`src/core/smcr_consts.svh`:
```
`ifndef SMCR_CONSTS_SVH
`define SMCR_CONSTS_SVH

// =====================================================================
// Register map
`define SMCR_CFG_ADDR 6'h1A
`define SMCR_CFG_RESET 24'h000000
`define SMCR_CFG_WMASK 24'h01FFFE
`define SMCR_RUN_SAFE_MASK 24'h000A00
`define SMCR_CSUM_W 16

// =====================================================================
// Field positions
`define SMCR_SINK_BIT 16
`define SMCR_DEB_HI 15
`define SMCR_DEB_LO 14
`define SMCR_SRC_BIT 13
`define SMCR_INT_BIT 12
`define SMCR_RUN_BIT 11
`define SMCR_POLL_BIT 10
`define SMCR_CSUM_BIT 9
`define SMCR_WIN_HI 8
`define SMCR_WIN_LO 5
`define SMCR_PER_HI 4
`define SMCR_PER_LO 1
`define SMCR_SWRST_BIT 0

// =====================================================================
// Timing
`define SMCR_CLK_PERIOD_NS 10
`define SMCR_US_NS 1000
`define SMCR_TICK_CYCLES \
  ((`SMCR_US_NS + `SMCR_CLK_PERIOD_NS - 1) / `SMCR_CLK_PERIOD_NS)
`define SMCR_MS_US 1000

`endif

```
`src/core/smcr_pad.sv`:
```
`timescale 1ns/1ps

```
`src/core/smcr_pkg.sv`:
```
package smcr_pkg;

  // ===================================================================
  // Sampling sequencer states.
  typedef enum logic [1:0] {
    SMCR_IDLE,
    SMCR_ACTIVE,
    SMCR_WAIT
  } smcr_state_t;

  // ===================================================================
  // Wetting window length in microseconds for a field code.
  function automatic logic [11:0] smcr_window_us(input logic [3:0] c);
    case (c)
      4'h0: smcr_window_us = 12'h040;
      4'h1: smcr_window_us = 12'h080;
      4'h2: smcr_window_us = 12'h0C0;
      4'h3: smcr_window_us = 12'h100;
      4'h4: smcr_window_us = 12'h140;
      4'h5: smcr_window_us = 12'h180;
      4'h6: smcr_window_us = 12'h1C0;
      4'h7: smcr_window_us = 12'h200;
      4'h8: smcr_window_us = 12'h280;
      4'h9: smcr_window_us = 12'h300;
      4'hA: smcr_window_us = 12'h380;
      4'hB: smcr_window_us = 12'h400;
      4'hC: smcr_window_us = 12'h800;
      default: smcr_window_us = 12'h200;
    endcase
  endfunction

  // Polling period in milliseconds for a field code.
  function automatic logic [12:0] smcr_period_ms(input logic [3:0] c);
    case (c)
      4'h0: smcr_period_ms = 13'h0002;
      4'h1: smcr_period_ms = 13'h0004;
      4'h2: smcr_period_ms = 13'h0008;
      4'h3: smcr_period_ms = 13'h0010;
      4'h4: smcr_period_ms = 13'h0020;
      4'h5: smcr_period_ms = 13'h0030;
      4'h6: smcr_period_ms = 13'h0040;
      4'h7: smcr_period_ms = 13'h0080;
      4'h8: smcr_period_ms = 13'h0100;
      4'h9: smcr_period_ms = 13'h0200;
      4'hA: smcr_period_ms = 13'h0400;
      4'hB: smcr_period_ms = 13'h0800;
      4'hC: smcr_period_ms = 13'h1000;
      default: smcr_period_ms = 13'h0008;
    endcase
  endfunction

endpackage

```
`src/core/smcr_sampler.sv`:
```
`timescale 1ns/1ps
`include "smcr_consts.svh"

module smcr_sampler #(
  parameter int TICK_CYCLES = `SMCR_TICK_CYCLES,
  parameter int MS_US = `SMCR_MS_US
) (
  input wire logic clk_sys_i,
  input wire logic sys_rst_i,
  input wire logic run_i,
  input wire logic poll_i,
  input wire logic [3:0] win_code_i,
  input wire logic [3:0] per_code_i,
  output logic wetting_on_o,
  output logic sample_strobe_o
);
  import smcr_pkg::*;

  smcr_state_t state, next_state;
  logic [15:0] tick_cnt, next_tick_cnt;
  logic [15:0] ms_sub, next_ms_sub;
  logic [11:0] win_cnt, next_win_cnt;
  logic [12:0] per_cnt, next_per_cnt;
  logic next_wetting_on, next_sample_strobe;
  logic us_tick, ms_tick;

  // =====================================================================
  // Window and period sequencer; periods are timed from the window start.
  always_comb begin
    next_state = state;
    next_tick_cnt = tick_cnt;
    next_ms_sub = ms_sub;
    next_win_cnt = win_cnt;
    next_per_cnt = per_cnt;
    next_sample_strobe = 1'b0;
    us_tick = (tick_cnt == 16'(TICK_CYCLES - 1));
    ms_tick = us_tick && (ms_sub == 16'(MS_US - 1));
    if (state != SMCR_IDLE) begin
      next_tick_cnt = us_tick ? 16'h0000 : tick_cnt + 16'h0001;
      if (us_tick) begin
        next_ms_sub = ms_tick ? 16'h0000 : ms_sub + 16'h0001;
      end
      if (ms_tick && per_cnt != 13'h0000) begin
        next_per_cnt = per_cnt - 13'h0001;
      end
    end
    case (state)
      SMCR_IDLE: begin
        if (run_i) begin
          next_state = SMCR_ACTIVE;
          next_tick_cnt = 16'h0000;
          next_ms_sub = 16'h0000;
          next_win_cnt = smcr_window_us(win_code_i);
          next_per_cnt = smcr_period_ms(per_code_i);
        end
      end
      SMCR_ACTIVE: begin
        if (us_tick) begin
          next_win_cnt = win_cnt - 12'h001;
        end
        if (us_tick && win_cnt == 12'h001) begin
          next_sample_strobe = 1'b1;
          // Continuous mode starts the next window at once.
          if (!poll_i || next_per_cnt == 13'h0000) begin
            next_win_cnt = smcr_window_us(win_code_i);
            next_per_cnt = smcr_period_ms(per_code_i);
            next_ms_sub = 16'h0000;
          end else begin
            next_state = SMCR_WAIT;
          end
        end
      end
      SMCR_WAIT: begin
        if (next_per_cnt == 13'h0000) begin
          next_state = SMCR_ACTIVE;
          next_win_cnt = smcr_window_us(win_code_i);
          next_per_cnt = smcr_period_ms(per_code_i);
          next_ms_sub = 16'h0000;
        end
      end
      default: next_state = SMCR_IDLE;
    endcase
    if (!run_i) begin
      next_state = SMCR_IDLE;
      next_sample_strobe = 1'b0;
    end
    // Wetting current stays on between windows in continuous mode, or in polling mode if the period ran out within the window.
    next_wetting_on = (next_state == SMCR_ACTIVE);
  end

  // Registers of the sequencer.
  always_ff @(posedge clk_sys_i) begin
    if (sys_rst_i) begin
      state <= SMCR_IDLE;
      tick_cnt <= 16'h0000;
      ms_sub <= 16'h0000;
      win_cnt <= 12'h000;
      per_cnt <= 13'h0000;
      wetting_on_o <= 1'b0;
      sample_strobe_o <= 1'b0;
    end else begin
      state <= next_state;
      tick_cnt <= next_tick_cnt;
      ms_sub <= next_ms_sub;
      win_cnt <= next_win_cnt;
      per_cnt <= next_per_cnt;
      wetting_on_o <= next_wetting_on;
      sample_strobe_o <= next_sample_strobe;
    end
  end

endmodule

```
`src/core/smcr_top.sv`:
```
`timescale 1ns/1ps
`include "smcr_consts.svh"

module smcr_top #(
  parameter int TICK_CYCLES = `SMCR_TICK_CYCLES,
  parameter int MS_US = `SMCR_MS_US
) (
  input wire logic clk_sys_i,
  input wire logic sys_rst_i,
  input wire logic [5:0] reg_addr_i,
  input wire logic reg_wr_i,
  input wire logic [23:0] reg_wdata_i,
  input wire logic reg_rd_i,
  input wire logic temperature_warning_event_i,
  input wire logic checksum_done_i,
  input wire logic [`SMCR_CSUM_W-1:0] checksum_result_i,
  input wire logic flag_clear_i,
  input wire logic [23:0] raw_sample_i,
  output logic [23:0] reg_rdata_o,
  output logic run_o,
  output logic poll_mode_o,
  output logic int_dynamic_o,
  output logic sink_derate_o,
  output logic source_derate_o,
  output logic checksum_start_o,
  output logic checksum_busy_o,
  output logic checksum_done_flag_o,
  output logic [`SMCR_CSUM_W-1:0] checksum_result_o,
  output logic int_n_o,
  output logic soft_reset_o,
  output logic wetting_on_o,
  output logic sample_strobe_o,
  output logic [23:0] valid_sample_o
);
  import smcr_pkg::*;

  logic [23:0] cfg, next_cfg;
  logic [23:0] next_rdata;
  logic next_start, next_flag, next_soft_reset;
  logic [`SMCR_CSUM_W-1:0] next_result;
  logic tw_meta, tw_sync;
  logic [23:0] raw_meta, raw_sync;
  logic next_sink, next_source;
  logic wr_hit, swrst;
  logic [23:0] wmask;
  logic [23:0] last_smp, next_last_smp;
  logic [2:0] eq_cnt [24];
  logic [2:0] next_eq_cnt [24];
  logic [23:0] next_valid;
  logic [2:0] need;

  // =====================================================================
  // Configuration register write path.
  always_comb begin
    wr_hit = reg_wr_i && (reg_addr_i == `SMCR_CFG_ADDR);
    swrst = wr_hit && reg_wdata_i[`SMCR_SWRST_BIT];
    // A running device stores only the run and trigger bits; the rest waits
    // until software stops it, but a soft reset write still clears all and stops sampling.
    wmask = cfg[`SMCR_RUN_BIT] ? `SMCR_RUN_SAFE_MASK
                               : `SMCR_CFG_WMASK;
    next_cfg = cfg;
    next_start = 1'b0;
    if (wr_hit) begin
      // Reserved bits and the reset bit are never stored.
      next_cfg = (cfg & ~wmask) | (reg_wdata_i & wmask);
      // A write only sets the trigger bit; completion or a soft reset write clears it.
      next_cfg[`SMCR_CSUM_BIT] = cfg[`SMCR_CSUM_BIT] |
                                 reg_wdata_i[`SMCR_CSUM_BIT];
    end
    if (checksum_done_i) begin
      next_cfg[`SMCR_CSUM_BIT] = 1'b0;
    end
    // A fresh trigger in the cycle of completion is kept and restarted.
    if (wr_hit && reg_wdata_i[`SMCR_CSUM_BIT] &&
        (!cfg[`SMCR_CSUM_BIT] || checksum_done_i)) begin
      next_cfg[`SMCR_CSUM_BIT] = 1'b1;
      next_start = 1'b1;
    end
    if (swrst) begin
      next_cfg = `SMCR_CFG_RESET;
      next_start = 1'b0;
    end
    next_soft_reset = swrst;
  end

  // Configuration registers; all fields come up as zero.
  always_ff @(posedge clk_sys_i) begin
    if (sys_rst_i) begin
      cfg <= `SMCR_CFG_RESET;
      checksum_start_o <= 1'b0;
      soft_reset_o <= 1'b0;
    end else begin
      cfg <= next_cfg;
      checksum_start_o <= next_start;
      soft_reset_o <= next_soft_reset;
    end
  end

  // =====================================================================
  // Read path: one cycle after the read strobe, zero for other offsets.
  always_comb begin
    next_rdata = reg_rdata_o;
    if (reg_rd_i) begin
      next_rdata = (reg_addr_i == `SMCR_CFG_ADDR) ? cfg : 24'h000000;
    end
  end

  always_ff @(posedge clk_sys_i) begin
    if (sys_rst_i) begin
      reg_rdata_o <= 24'h000000;
    end else begin
      reg_rdata_o <= next_rdata;
    end
  end

  // =====================================================================
  // Checksum completion: sticky flag, active-low pin and result store.
  always_comb begin
    next_flag = checksum_done_flag_o;
    next_result = checksum_result_o;
    if (flag_clear_i || swrst) begin
      next_flag = 1'b0;
    end
    // Completion beats a clear in the same cycle, so no event is lost.
    if (checksum_done_i && cfg[`SMCR_CSUM_BIT]) begin
      next_flag = 1'b1;
      next_result = checksum_result_i;
    end
  end

  always_ff @(posedge clk_sys_i) begin
    if (sys_rst_i) begin
      checksum_done_flag_o <= 1'b0;
      checksum_result_o <= '0;
      int_n_o <= 1'b1;
    end else begin
      checksum_done_flag_o <= next_flag;
      checksum_result_o <= next_result;
      int_n_o <= ~next_flag;
    end
  end

  // =====================================================================
  // Temperature warning and comparator results come from the analog side,
  // so both pass two flops before any logic reads them.
  always_ff @(posedge clk_sys_i) begin
    if (sys_rst_i) begin
      tw_meta <= 1'b0;
      tw_sync <= 1'b0;
      raw_meta <= 24'h000000;
      raw_sync <= 24'h000000;
    end else begin
      tw_meta <= temperature_warning_event_i;
      tw_sync <= tw_meta;
      raw_meta <= raw_sample_i;
      raw_sync <= raw_meta;
    end
  end

  // Derate commands to the front ends, applied only to 10 and 15 mA.
  always_comb begin
    next_sink = tw_sync && !next_cfg[`SMCR_SINK_BIT];
    next_source = tw_sync && !next_cfg[`SMCR_SRC_BIT];
  end

  // Plain control levels load from the same next value as the stored fields, so they match them with no delay.
  always_ff @(posedge clk_sys_i) begin
    if (sys_rst_i) begin
      sink_derate_o <= 1'b0;
      source_derate_o <= 1'b0;
      run_o <= 1'b0;
      poll_mode_o <= 1'b0;
      int_dynamic_o <= 1'b0;
      checksum_busy_o <= 1'b0;
    end else begin
      sink_derate_o <= next_sink;
      source_derate_o <= next_source;
      run_o <= next_cfg[`SMCR_RUN_BIT];
      poll_mode_o <= next_cfg[`SMCR_POLL_BIT];
      int_dynamic_o <= next_cfg[`SMCR_INT_BIT];
      checksum_busy_o <= next_cfg[`SMCR_CSUM_BIT];
    end
  end

  // =====================================================================
  // Sampling timer.
  smcr_sampler #(
    .TICK_CYCLES(TICK_CYCLES),
    .MS_US(MS_US)
  ) smcr_sampler_i (
    .clk_sys_i(clk_sys_i),
    .sys_rst_i(sys_rst_i),
    .run_i(cfg[`SMCR_RUN_BIT]),
    .poll_i(cfg[`SMCR_POLL_BIT]),
    .win_code_i(cfg[`SMCR_WIN_HI:`SMCR_WIN_LO]),
    .per_code_i(cfg[`SMCR_PER_HI:`SMCR_PER_LO]),
    .wetting_on_o(wetting_on_o),
    .sample_strobe_o(sample_strobe_o)
  );

  // =====================================================================
  // Debounce: a bit is accepted once it repeats the chosen number of
  // times. The count saturates, so a long stable input stays valid.
  always_comb begin
    need = {1'b0, cfg[`SMCR_DEB_HI:`SMCR_DEB_LO]} + 3'h1;
    next_last_smp = last_smp;
    next_valid = valid_sample_o;
    for (int i = 0; i < 24; i++) begin
      next_eq_cnt[i] = eq_cnt[i];
      if (sample_strobe_o) begin
        if (raw_sync[i] == last_smp[i]) begin
          next_eq_cnt[i] = (eq_cnt[i] == 3'h4) ? 3'h4 : eq_cnt[i] + 3'h1;
        end else begin
          next_eq_cnt[i] = 3'h1;
        end
        next_last_smp[i] = raw_sync[i];
        if (next_eq_cnt[i] >= need) begin
          next_valid[i] = raw_sync[i];
        end
      end
    end
  end

  always_ff @(posedge clk_sys_i) begin
    if (sys_rst_i || soft_reset_o) begin
      last_smp <= 24'h000000;
      valid_sample_o <= 24'h000000;
      for (int i = 0; i < 24; i++) begin
        eq_cnt[i] <= 3'h0;
      end
    end else begin
      last_smp <= next_last_smp;
      valid_sample_o <= next_valid;
      for (int i = 0; i < 24; i++) begin
        eq_cnt[i] <= next_eq_cnt[i];
      end
    end
  end

endmodule

```
`config.mk`:
```
export PLATFORM = sky130hd
export DESIGN_NAME = smcr_top
export DESIGN_NICKNAME = d
export VERILOG_FILES = /design/src/core/smcr_pad.sv /design/src/core/smcr_pkg.sv /design/src/core/smcr_sampler.sv /design/src/core/smcr_top.sv
export VERILOG_INCLUDE_DIRS = /design/src /design/src/core
export SDC_FILE = /design/constraint.sdc
export NUM_CORES = 1
export LEC_CHECK = 0
export BUFFER_PORTS_ARGS = -buffer_cell sky130_fd_sc_hd__clkbuf_2
export CORE_AREA = 3 3 227 229
export DETAILED_ROUTE_END_ITERATION = 12
export DIE_AREA = 0 0 230 232
export GPL_ROUTABILITY_DRIVEN = 0
export SLEW_MARGIN = 25
export SYNTH_ARGS = -nofsm -noshare
export SYNTH_HDL_FRONTEND = slang
export SYNTH_SLANG_ARGS = --single-unit
```
`constraint.sdc`:
```
create_clock -name clk_sys_i -period 3.4 [get_ports clk_sys_i]
set_input_delay 0.34 -clock clk_sys_i [delete_from_list [all_inputs] [get_ports clk_sys_i]]
set_output_delay 0.34 -clock clk_sys_i [all_outputs]
set_load 0.01 [all_outputs]
```
=== Yosys cells after proc, flatten, opt, wreduce, memory -nomap -nowiden ===
Memories as Yosys holds them, arrays and structs flattened. A register that Yosys moved wholly into a read port is not among the register bits.
Cells that the tools add are included.
Widths: inputs -> output; s select.

* Bits in writable memories: 72
* Bits of input ports: 77
* Memories: 7
* Register bits after elaboration: 233
* Memory bits (read-only): 864

{| class="wikitable"
|+ Memories
! memory !! depth !! bits a word !! rd ports !! clocked after Yosys merged registers in !! write ports !! line !! text
|-
| (no name shown) || 16 || 12 || 1 || 1 || 0 || smcr_pkg.sv:34 || <nowiki>case (c)</nowiki>
|-
| (no name shown) || 16 || 12 || 1 || 1 || 0 || smcr_pkg.sv:34 ||
|-
| (no name shown) || 16 || 12 || 1 || 1 || 0 || smcr_pkg.sv:34 ||
|-
| (no name shown) || 16 || 6 || 1 || 1 || 0 || smcr_pkg.sv:14 || <nowiki>case (c)</nowiki>
|-
| (no name shown) || 16 || 6 || 1 || 1 || 0 || smcr_pkg.sv:14 ||
|-
| (no name shown) || 16 || 6 || 1 || 1 || 0 || smcr_pkg.sv:14 ||
|-
| +1 memories || -- || -- || -- || -- || -- || -- ||
|}

* Reductions and logical operators: 50
* Bitwise gates (word level): 32
* Order comparisons: 24
* Add/subtract/negate cells: 29
* Equal/unequal tests: 57
* Mux-type cells: 175

{| class="wikitable"
|+ Operator list
! kind !! count
|-
| $mux 3 || 120
|-
| $mux 16 || 11
|-
| $mux 13 || 6
|-
| $add 3x1->3 const B || 24
|-
| $eq 3x3->1 const B || 24
|-
| $ge 3x3->1 || 24
|-
| $mux 12 || 5
|-
| $mux 17 || 3
|-
| $mux 4 || 12
|-
| $pmux 16 s3 || 1
|-
| $reduce_and 2->1 || 24
|-
| $pmux 13 s3 || 1
|-
| $pmux 12 s3 || 1
|-
| $add 16x1->16 const B || 2
|-
| $or 1x1->1 || 25
|-
| $and 24x17->24 || 1
|-
| $and 24x24->24 || 1
|-
| $eq 1x1->1 || 24
|-
| $mux 24 || 1
|-
| $not 17->24 || 1
|-
| $or 24x24->24 || 1
|-
| $eq 16x10->1 const B || 1
|-
| $eq 16x7->1 const B || 1
|-
| $logic_not 13->1 || 1
|-
| 23 further kinds || 52
|}

=== Depth between registers and ports, before layout ===
Gate-level depths: netlist (run 1).

* Depth in word-level cells: 12
* Mapped depth: 13
* Gate-level depth less buffers: 11

=== Modules after synthesis ===
From an unflattened synthesis (run 1), not the netlist that was laid out.

* Cell total of the unflattened synthesis: 1745
* Area total of the unflattened synthesis: 14929.3 um^2

{| class="wikitable"
|+ Modules (own cells, without submodules)
! module !! area an instance (um^2) !! times used !! cells each !! sequential area each (um^2)
|-
| smcr_top || 10936.7 || 1 || 1232 || 4484.3
|-
| smcr_sampler || 3992.6 || 1 || 513 || 1221.2
|}

=== Least setup slack after synthesis (run 1) ===
No wires, ideal clock.

* Path kind: register to register
* From: register smcr_sampler_i.tick_cnt[0]
* To: register smcr_sampler_i.per_cnt[4]
* Library setup time: 0.120 ns
* Period minus slack after synthesis: 3.101 ns
* Path buffers: 1
* Required time: 3.280 ns
* Cell stages (with the launch flop): 12
* Slack: 0.299 ns
* Data arrival time: 2.981 ns
* Cells stage by stage: dfxtp_1 > ha_1 > nor3b_1 > nand4_2 > buf_4 > nor4_4 > xor2_2 > or2_1 > o221ai_2 > nand2_1 > a31o_1 > a211o_1

* Word-level cells in the longest chain between the ends: 10
* Elaborated cells on any way between the ends: 13
* Classes of those cells: 1 x eq/ne; 7 x mux; 5 x reduce/logical

{| class="wikitable"
|+ RTL lines
! what !! line !! text
|-
| start, declared || smcr_sampler.sv:20 || <nowiki>logic [15:0] tick_cnt, next_tick_cnt;</nowiki>
|-
| start signal, assigned || smcr_sampler.sv:103 || <nowiki>tick_cnt <= next_tick_cnt;</nowiki>
|-
| $eq 16x7->1 (*) || smcr_sampler.sv:36 || <nowiki>us_tick = (tick_cnt == 16'(TICK_CYCLES - 1));</nowiki>
|-
| $logic_and 1x1->1 || smcr_sampler.sv:37 || <nowiki>ms_tick = us_tick && (ms_sub == 16'(MS_US - 1));</nowiki>
|-
| $logic_and 1x1->1 || smcr_sampler.sv:43 || <nowiki>if (ms_tick && per_cnt != 13'h0000) begin</nowiki>
|-
| $mux 13 || smcr_sampler.sv:43 ||
|-
| $mux 13 || smcr_sampler.sv:38 || <nowiki>if (state != SMCR_IDLE) begin</nowiki>
|-
| $logic_not 13->1 || smcr_sampler.sv:64, smcr_sampler.sv:74 ||
|-
| $logic_or 1x1->1 || smcr_sampler.sv:64 || <nowiki>if (!poll_i || next_per_cnt == 13'h0000) begin</nowiki>
|-
| $mux 13 || smcr_sampler.sv:64 ||
|-
| $mux 13 || smcr_sampler.sv:61 || <nowiki>if (us_tick && win_cnt == 12'h001) begin</nowiki>
|-
| $pmux 13 s3 (*) || smcr_sampler.sv:47 || <nowiki>case (state)</nowiki>
|-
| end signal, assigned || smcr_sampler.sv:106 || <nowiki>per_cnt <= next_per_cnt;</nowiki>
|-
| end, declared || smcr_sampler.sv:23 || <nowiki>logic [12:0] per_cnt, next_per_cnt;</nowiki>
|}

Every way passes the cells marked *; elsewhere a longest branch is shown, timed or not.
A chain may end at the register's enable or synchronous reset.

=== Worst setup path after layout (run 1) ===
* From: register smcr_sampler_i.ms_sub[0]
* To: register smcr_sampler_i.ms_sub[15]

* Word-level cells in the longest chain between the ends: 10
* Elaborated cells on any way between the ends: 16
* Classes of those cells: 1 x add/sub; 1 x eq/ne; 10 x mux; 4 x reduce/logical

{| class="wikitable"
|+ RTL lines
! what !! line !! text
|-
| start, declared || smcr_sampler.sv:21 || <nowiki>logic [15:0] ms_sub, next_ms_sub;</nowiki>
|-
| start signal, assigned || smcr_sampler.sv:104 || <nowiki>ms_sub <= next_ms_sub;</nowiki>
|-
| branches (longest 9 deep; another with $add 16x1->16) || -- ||
|-
| $pmux 16 s3 (*) || smcr_sampler.sv:47 ||
|}

Every way passes the cells marked *.

==> out/qor.txt, run 1 <==
Clock Pin Slew Worst Setup and Hold Paths - 60 ps
Crit-path slowest cell - dfxtp_1
Area contributors post-synth - dfxtp_1, ha_1, mux2i_1
Worst r2r src - smcr_sampler_i.ms_sub[0]
Chip Width - 230 um
Mapped cell area - 0.0148 mm^2
Hpwl dp - 23,100 um
Clock Sinks - 303
Ys Warns - 0
DRC viols - 0
WL per Instance - 13.4 um
Critical path origin - smcr_sampler_i.ms_sub[0]
Sw Ratio - 0.211
Post-route clock skew - 12.6 ps
DR vias/cell - 4.67
Power Internal - 6.35 mW
Worst Path Arrival - 3660 ps
Combinational share of power - 0.027
First-pass GRT wire length - 57,100 um
Crit. End Element - register
Clock Latency Late Sink - 540 ps
Vias - 11,999
Worst hold path type - in -> reg
Reg-to-Reg End - smcr_sampler_i.ms_sub[15]
Worst-case clock buffer depth - 3
RSZ-0062 raised after global routing - no
Vias in the first global route - 11,715
Antenna viol nets, final - 0
FF+latch area - 0.00607 mm^2
Reg2Reg Depth - 12
Die height - 232 um
Slew Limit Fails - 0
Post-synth EDFFs - 0
# Max-Cap Violations - 0
Crit Path Max Fanout - 9
Synth Area per Inst - 8.73 um^2
Outcome - completed
Peak per-stage delay on the critical path - 380 ps
Cells after Synth - 1,701
ANT cells - 0
Seq cells post-synth - 303
Switching power total - 1.70 mW
WP depth - 12
Fillcell total - 5,085
Fraction of layout instances using a drive strength above 1 - 0.143
Post-synth top area cell - dfxtp_1
Final hold vios - 0
Layout Utilization - 0.362
Min Tclk post-route - 3230 ps
Most frequent cells after synthesis - dfxtp_1, nor2_1, nand2_1, ha_1, mux2i_1
Most frequent cell after synthesis - dfxtp_1
Core area - 0.0499 mm^2
Initial antenna violation count - 1
Max Clock Freq - 310 MHz
Top FF cell, synth - dfxtp_1
Synth unique cells - 72
Worst setup SP type - register
Slew margin rel. - 0.512
Final period util - 0.950
CTS Buf Count - 37
Area growth, synth to finish - 21.5%
CP endpoint - smcr_sampler_i.ms_sub[15]
Post-synth top area share - 0.409
Async SR Flop Fraction - 0
Finish-stage setup viols - 0
Worst slew pin tran - 731 ps
Total Wirelength - 34,400 um
Pin count of the biggest net entering global routing - 76
Top-Level Pins - 153
Pleak - 7.29 nW
Clock group share of total power - 0.526
Final net count - 2,078
CP Buf/Inv Count - 2
Power Dens Cells - 446 mW/mm^2
Cell family with most CP delay - simple AND/OR/NAND/NOR gates
GR Overflow Total - 0
Starting Density - 0.298
# H-tree levels - 2
Worst-path cell chain - ha_1 -> nor3b_1 -> nand4_4 -> nor4_4 -> mux2i_1 -> o211ai_4 -> o221ai_2 -> buf_4 -> a21boi_4 -> buf_12 -> a21o_1 -> a22o_1
Sequential power share - 0.447
Rows - 82
CTS tree - done
Multi-input logic area - 0.00823 mm^2
DRT iter0 DRCs - 590
Sequential fraction of the synthesis area - 0.409
Buffers on Ports - 137
Worst Path Required - 3830 ps
Clock tree root buffer cell - clkbuf_16
Maximum VDD drop - 0.285 mV
Reg2Reg Setup Slack - 170 ps
Hold WS - 34.6 ps
Critical path type - reg -> reg
Tot GR Track Use - 0.127
Die area - 0.0534 mm^2
DR pass1 iterations - 5
timing repair:
action / 4_1_cts / 5_1_grt
hold endpoints to repair: 28 / 0
hold buffers: 28 / 0
resized for setup: 0 / 4
setup buffers: 2 / 4
setup endpoints to repair: 1 / 38
pin swaps: 1 / 4
flip-flops by register name, indices dropped and copies added (netlist names), 12 cells and up, named ones only:
signal	count
last_smp	24
valid_sample_o	24
smcr_sampler_i.per_cnt	13
raw_meta	24
smcr_sampler_i.tick_cnt	16
smcr_sampler_i.win_cnt	12
eq_cnt	72
reg_rdata_o	16
smcr_sampler_i.ms_sub	16
cfg	12
checksum_result_o	16
raw_sync	24
final cells by class:
class | instances | share of cell area
multi-input combinational | 1258 | 0.457
sequential | 303 | 0.337
timing repair buffer | 201 | 0.0715
clock buffer | 56 | 0.0649
tap | 672 | 0.0466
inverter | 70 | 0.0146
clock inverter | 11 | 0.00930
stage by stage:
step	cell area [um^2]	setup TNS, ps	worst slack [ps]	power [mW]	cells
2_1_floorplan	14900	0	299	3.79	1708
3_3_place_gp	16300	0	173	3.86	2470
3_5_place_dp	16300	-1.78	-1.78	3.87	2470
4_1_cts	18000	0	42.6	8.21	2567
5_1_grt	18000	0	5.29	8.36	2571
6_report	18000	0	170	8.05	2571
worst min-delay path by stage:
stage	startpoint	to	slack [ps]	depth (start not counted)
2_1_floorplan	raw_meta[0]	raw_sync[0]	410	1
3_3_place_gp	raw_meta[4]	raw_sync[4]	430	1
3_5_place_dp	raw_meta[3]	raw_sync[3]	430	1
4_1_cts	reg_wdata_i[15]	register	2	3
5_1_grt	reg_wdata_i[11]	cfg[11]	20	3
6_report	raw_sample_i[20]	raw_meta[20]	30	2
power by group through the flow:
stage,Combinational [mW],Clock (mW),Sequential (mW)
final,0.215,4.24,3.60
after global routing,0.239,4.52,3.60
after CTS,0.218,4.40,3.60
after detailed placement,0.190,0,3.68
after global placement,0.189,0,3.67
after floorplan,0.114,0,3.67
cell usage in the layout (no fill, tap or decap), types with 13 or more instances in the layout:
master,netlist,routed
nand2_1,148,148
clkbuf_2,0,136
dfxtp_1,303,302
a21oi_1,105,105
o21ai_0,43,43
clkbuf_16,0,39
inv_1,70,70
nor2b_1,81,81
nor4_1,15,14
nand3_1,41,41
nor2_1,275,275
ha_1,130,130
clkbuf_8,0,13
nand2b_1,52,52
dlygate4sd3_1,0,28
xor2_1,46,46
a31oi_1,14,14
mux2i_1,110,110
nor3_1,43,42
a211oi_1,28,28
buf_4,10,33
cells by family after synthesis:
| family | share of synthesized area |
|---|---|
| xor+xnor | 0.0335 |
| simple gates | 0.235 |
| flops | 0.409 |
| fa+ha+maj | 0.110 |
| other cells | 0.000253 |
| mux | 0.0772 |
| buf+inv | 0.0405 |
| compound gates | 0.0957 |
per-layer routing:
layer  up-vias  GRT usage  routed length (um)
li1       6085          -                   -
met1      5604      0.159               15800
met2       249      0.217               16100
met3        59     0.0283                1740
met4         2     0.0429                 833
met5         -          0                  13
(Power assumes the default switching activity.)
==> inputs of run 2 (changes only) <==
- BUFFER_PORTS_ARGS: -buffer_cell sky130_fd_sc_hd__clkbuf_2 -> default
- DONT_BUFFER_PORTS: default -> 1
==> out/qor.txt, run 2 (synthesis gave the netlist of run 1 again) <==
DRC viols - 0
Multi-input logic area - 0.00823 mm^2
RSZ-0062 raised after global routing - no
Vias - 11,537
Clock tree root buffer cell - clkbuf_16
Fillcell total - 5,083
Crit-path slowest cell - dfxtp_1
GR Overflow Total - 0
HP Start - reg_wdata_i[16]
FF+latch area - 0.00607 mm^2
Starting Density - 0.298
Hpwl dp - 22,600 um
DRT iter0 DRCs - 522
Worst hold path type - in -> reg
Total Wirelength - 34,200 um
Layout Utilization - 0.354
Post-route clock skew - 27.2 ps
# H-tree levels - 2
Cell family with most CP delay - compound AO/OA/AOI/OAI gates
Largest Register - eq_cnt
Clock Sinks - 303
Max FFs per register - 72
Crit. End Element - register
DR pass1 iterations - 5
DR vias/cell - 4.68
CTS tree - done
Slew margin rel. - 0.545
Tot GR Track Use - 0.126
Critical path type - reg -> reg
Worst setup SP type - register
Final period util - 0.940
Final hold vios - 0
Pleak - 6.85 nW
Power Dens Cells - 458 mW/mm^2
Final net count - 1,970
Most frequent cells in the layout - dfxtp_1, nor2_1, nand2_1
Die height - 232 um
Core area - 0.0499 mm^2
Placed Cells - 2,339
# Max-Cap Violations - 0
First-pass GRT wire length - 56,100 um
WL per Instance - 13.9 um
Worst-case clock buffer depth - 3
Area growth, synth to finish - 19.1%
Vias in the first global route - 11,315
Clock Pin Slew Worst Setup and Hold Paths - 60 ps
Critical path origin - smcr_sampler_i.tick_cnt[0]
Chip Width - 230 um
Max Clock Freq - 313 MHz
Antenna viol nets, final - 0
Die area - 0.0534 mm^2
Worst Path Required - 3850 ps
Total Neg Setup Slack - 0 ps
Fraction of layout instances using a drive strength above 1 - 0.0786
Outcome - completed
CTS Buf Count - 38
Crit Path Max Fanout - 14
CP Buf/Inv Count - 1
Fin cells - 2,466
Rows - 82
Most common cell after layout, fill and taps aside - dfxtp_1
Min Tclk post-route - 3200 ps
Worst r2r src - smcr_sampler_i.tick_cnt[0]
Worst slew pin tran - 683 ps
Pin count of the biggest net entering global routing - 101
Worst Path Arrival - 3640 ps
Worst-path cell chain - ha_1 -> nor3b_2 -> nand4_2 -> buf_4 -> nor4_2 -> xnor2_1 -> o211ai_4 -> o31ai_4 -> nand2_1 -> a31o_1 -> a211o_1
Top-Level Pins - 153
Clock Latency Late Sink - 550 ps
Slew Limit Fails - 0
Peak per-stage delay on the critical path - 390 ps
Maximum VDD drop - 0.314 mV
Finish-stage setup viols - 0
Buffers on Ports - 0
Initial antenna violation count - 1
## run 2: cell types whose count changed in the layout (fill, tap and decap cells not counted), moves of 3 or more
| cell | delta |
|---|---|
| clkbuf_1 | -3 |
| dlygate4sd3_1 | +26 |
| clkinv_2 | +6 |
| clkbuf_2 | -136 |
| clkinv_4 | +3 |
| clkbuf_8 | -7 |
| buf_4 | -3 |
## run 2: layout make-up
type                       count  share of cell area
multi-input combinational   1258               0.465
clock inverter                25              0.0179
inverter                      70              0.0149
clock buffer                  45              0.0587
tap                          672              0.0476
sequential                   303               0.343
timing repair buffer          92              0.0520
antenna                        1            0.000142
## run 2: metrics by stage
stage	power, mW	instance area (um^2)	setup WS [ps]	hold WS (ps)
2_1_floorplan	3.79	14900	299	414
3_3_place_gp	3.80	15700	166	423
3_5_place_dp	3.80	15700	71.0	423
4_1_cts	8.28	17700	48.6	2.08
5_1_grt	8.41	17700	9.79	53.8
6_report	8.09	17700	204	41.4
## run 2: layer usage
layer / global-route usage / vias up / share of wire
met5: 0 / - / 0
li1: - / 5905 / -
met3: 0.0266 / 61 / 0.047
met2: 0.215 / 204 / 0.47
met4: 0.0442 / 0 / 0.026
met1: 0.157 / 5367 / 0.45
## run 2: path summary, 6_finish.rpt
check / slack (ps) / cells past startpoint / to
max: 200 / 11 / smcr_sampler_i.per_cnt[4]
min: 40 / 2 / sink_derate_o
max reg2reg: 200 / 11 / smcr_sampler_i.per_cnt[4]
min reg2reg: 430 / 1 / raw_sync[19]
## run 2: timing repair
action	in CTS	in global routing
hold buffers	56	0
buffers inserted	0	0
endpoints found under the hold margin	111	0
endpoints found under the setup margin	0	28
gates resized for setup	0	4
## run 2: power breakdown
group	switching, mW	internal [mW]
sequential	0.0181	3.58
clock	1.63	2.66
combinational	0.112	0.0864
total	1.77	6.33
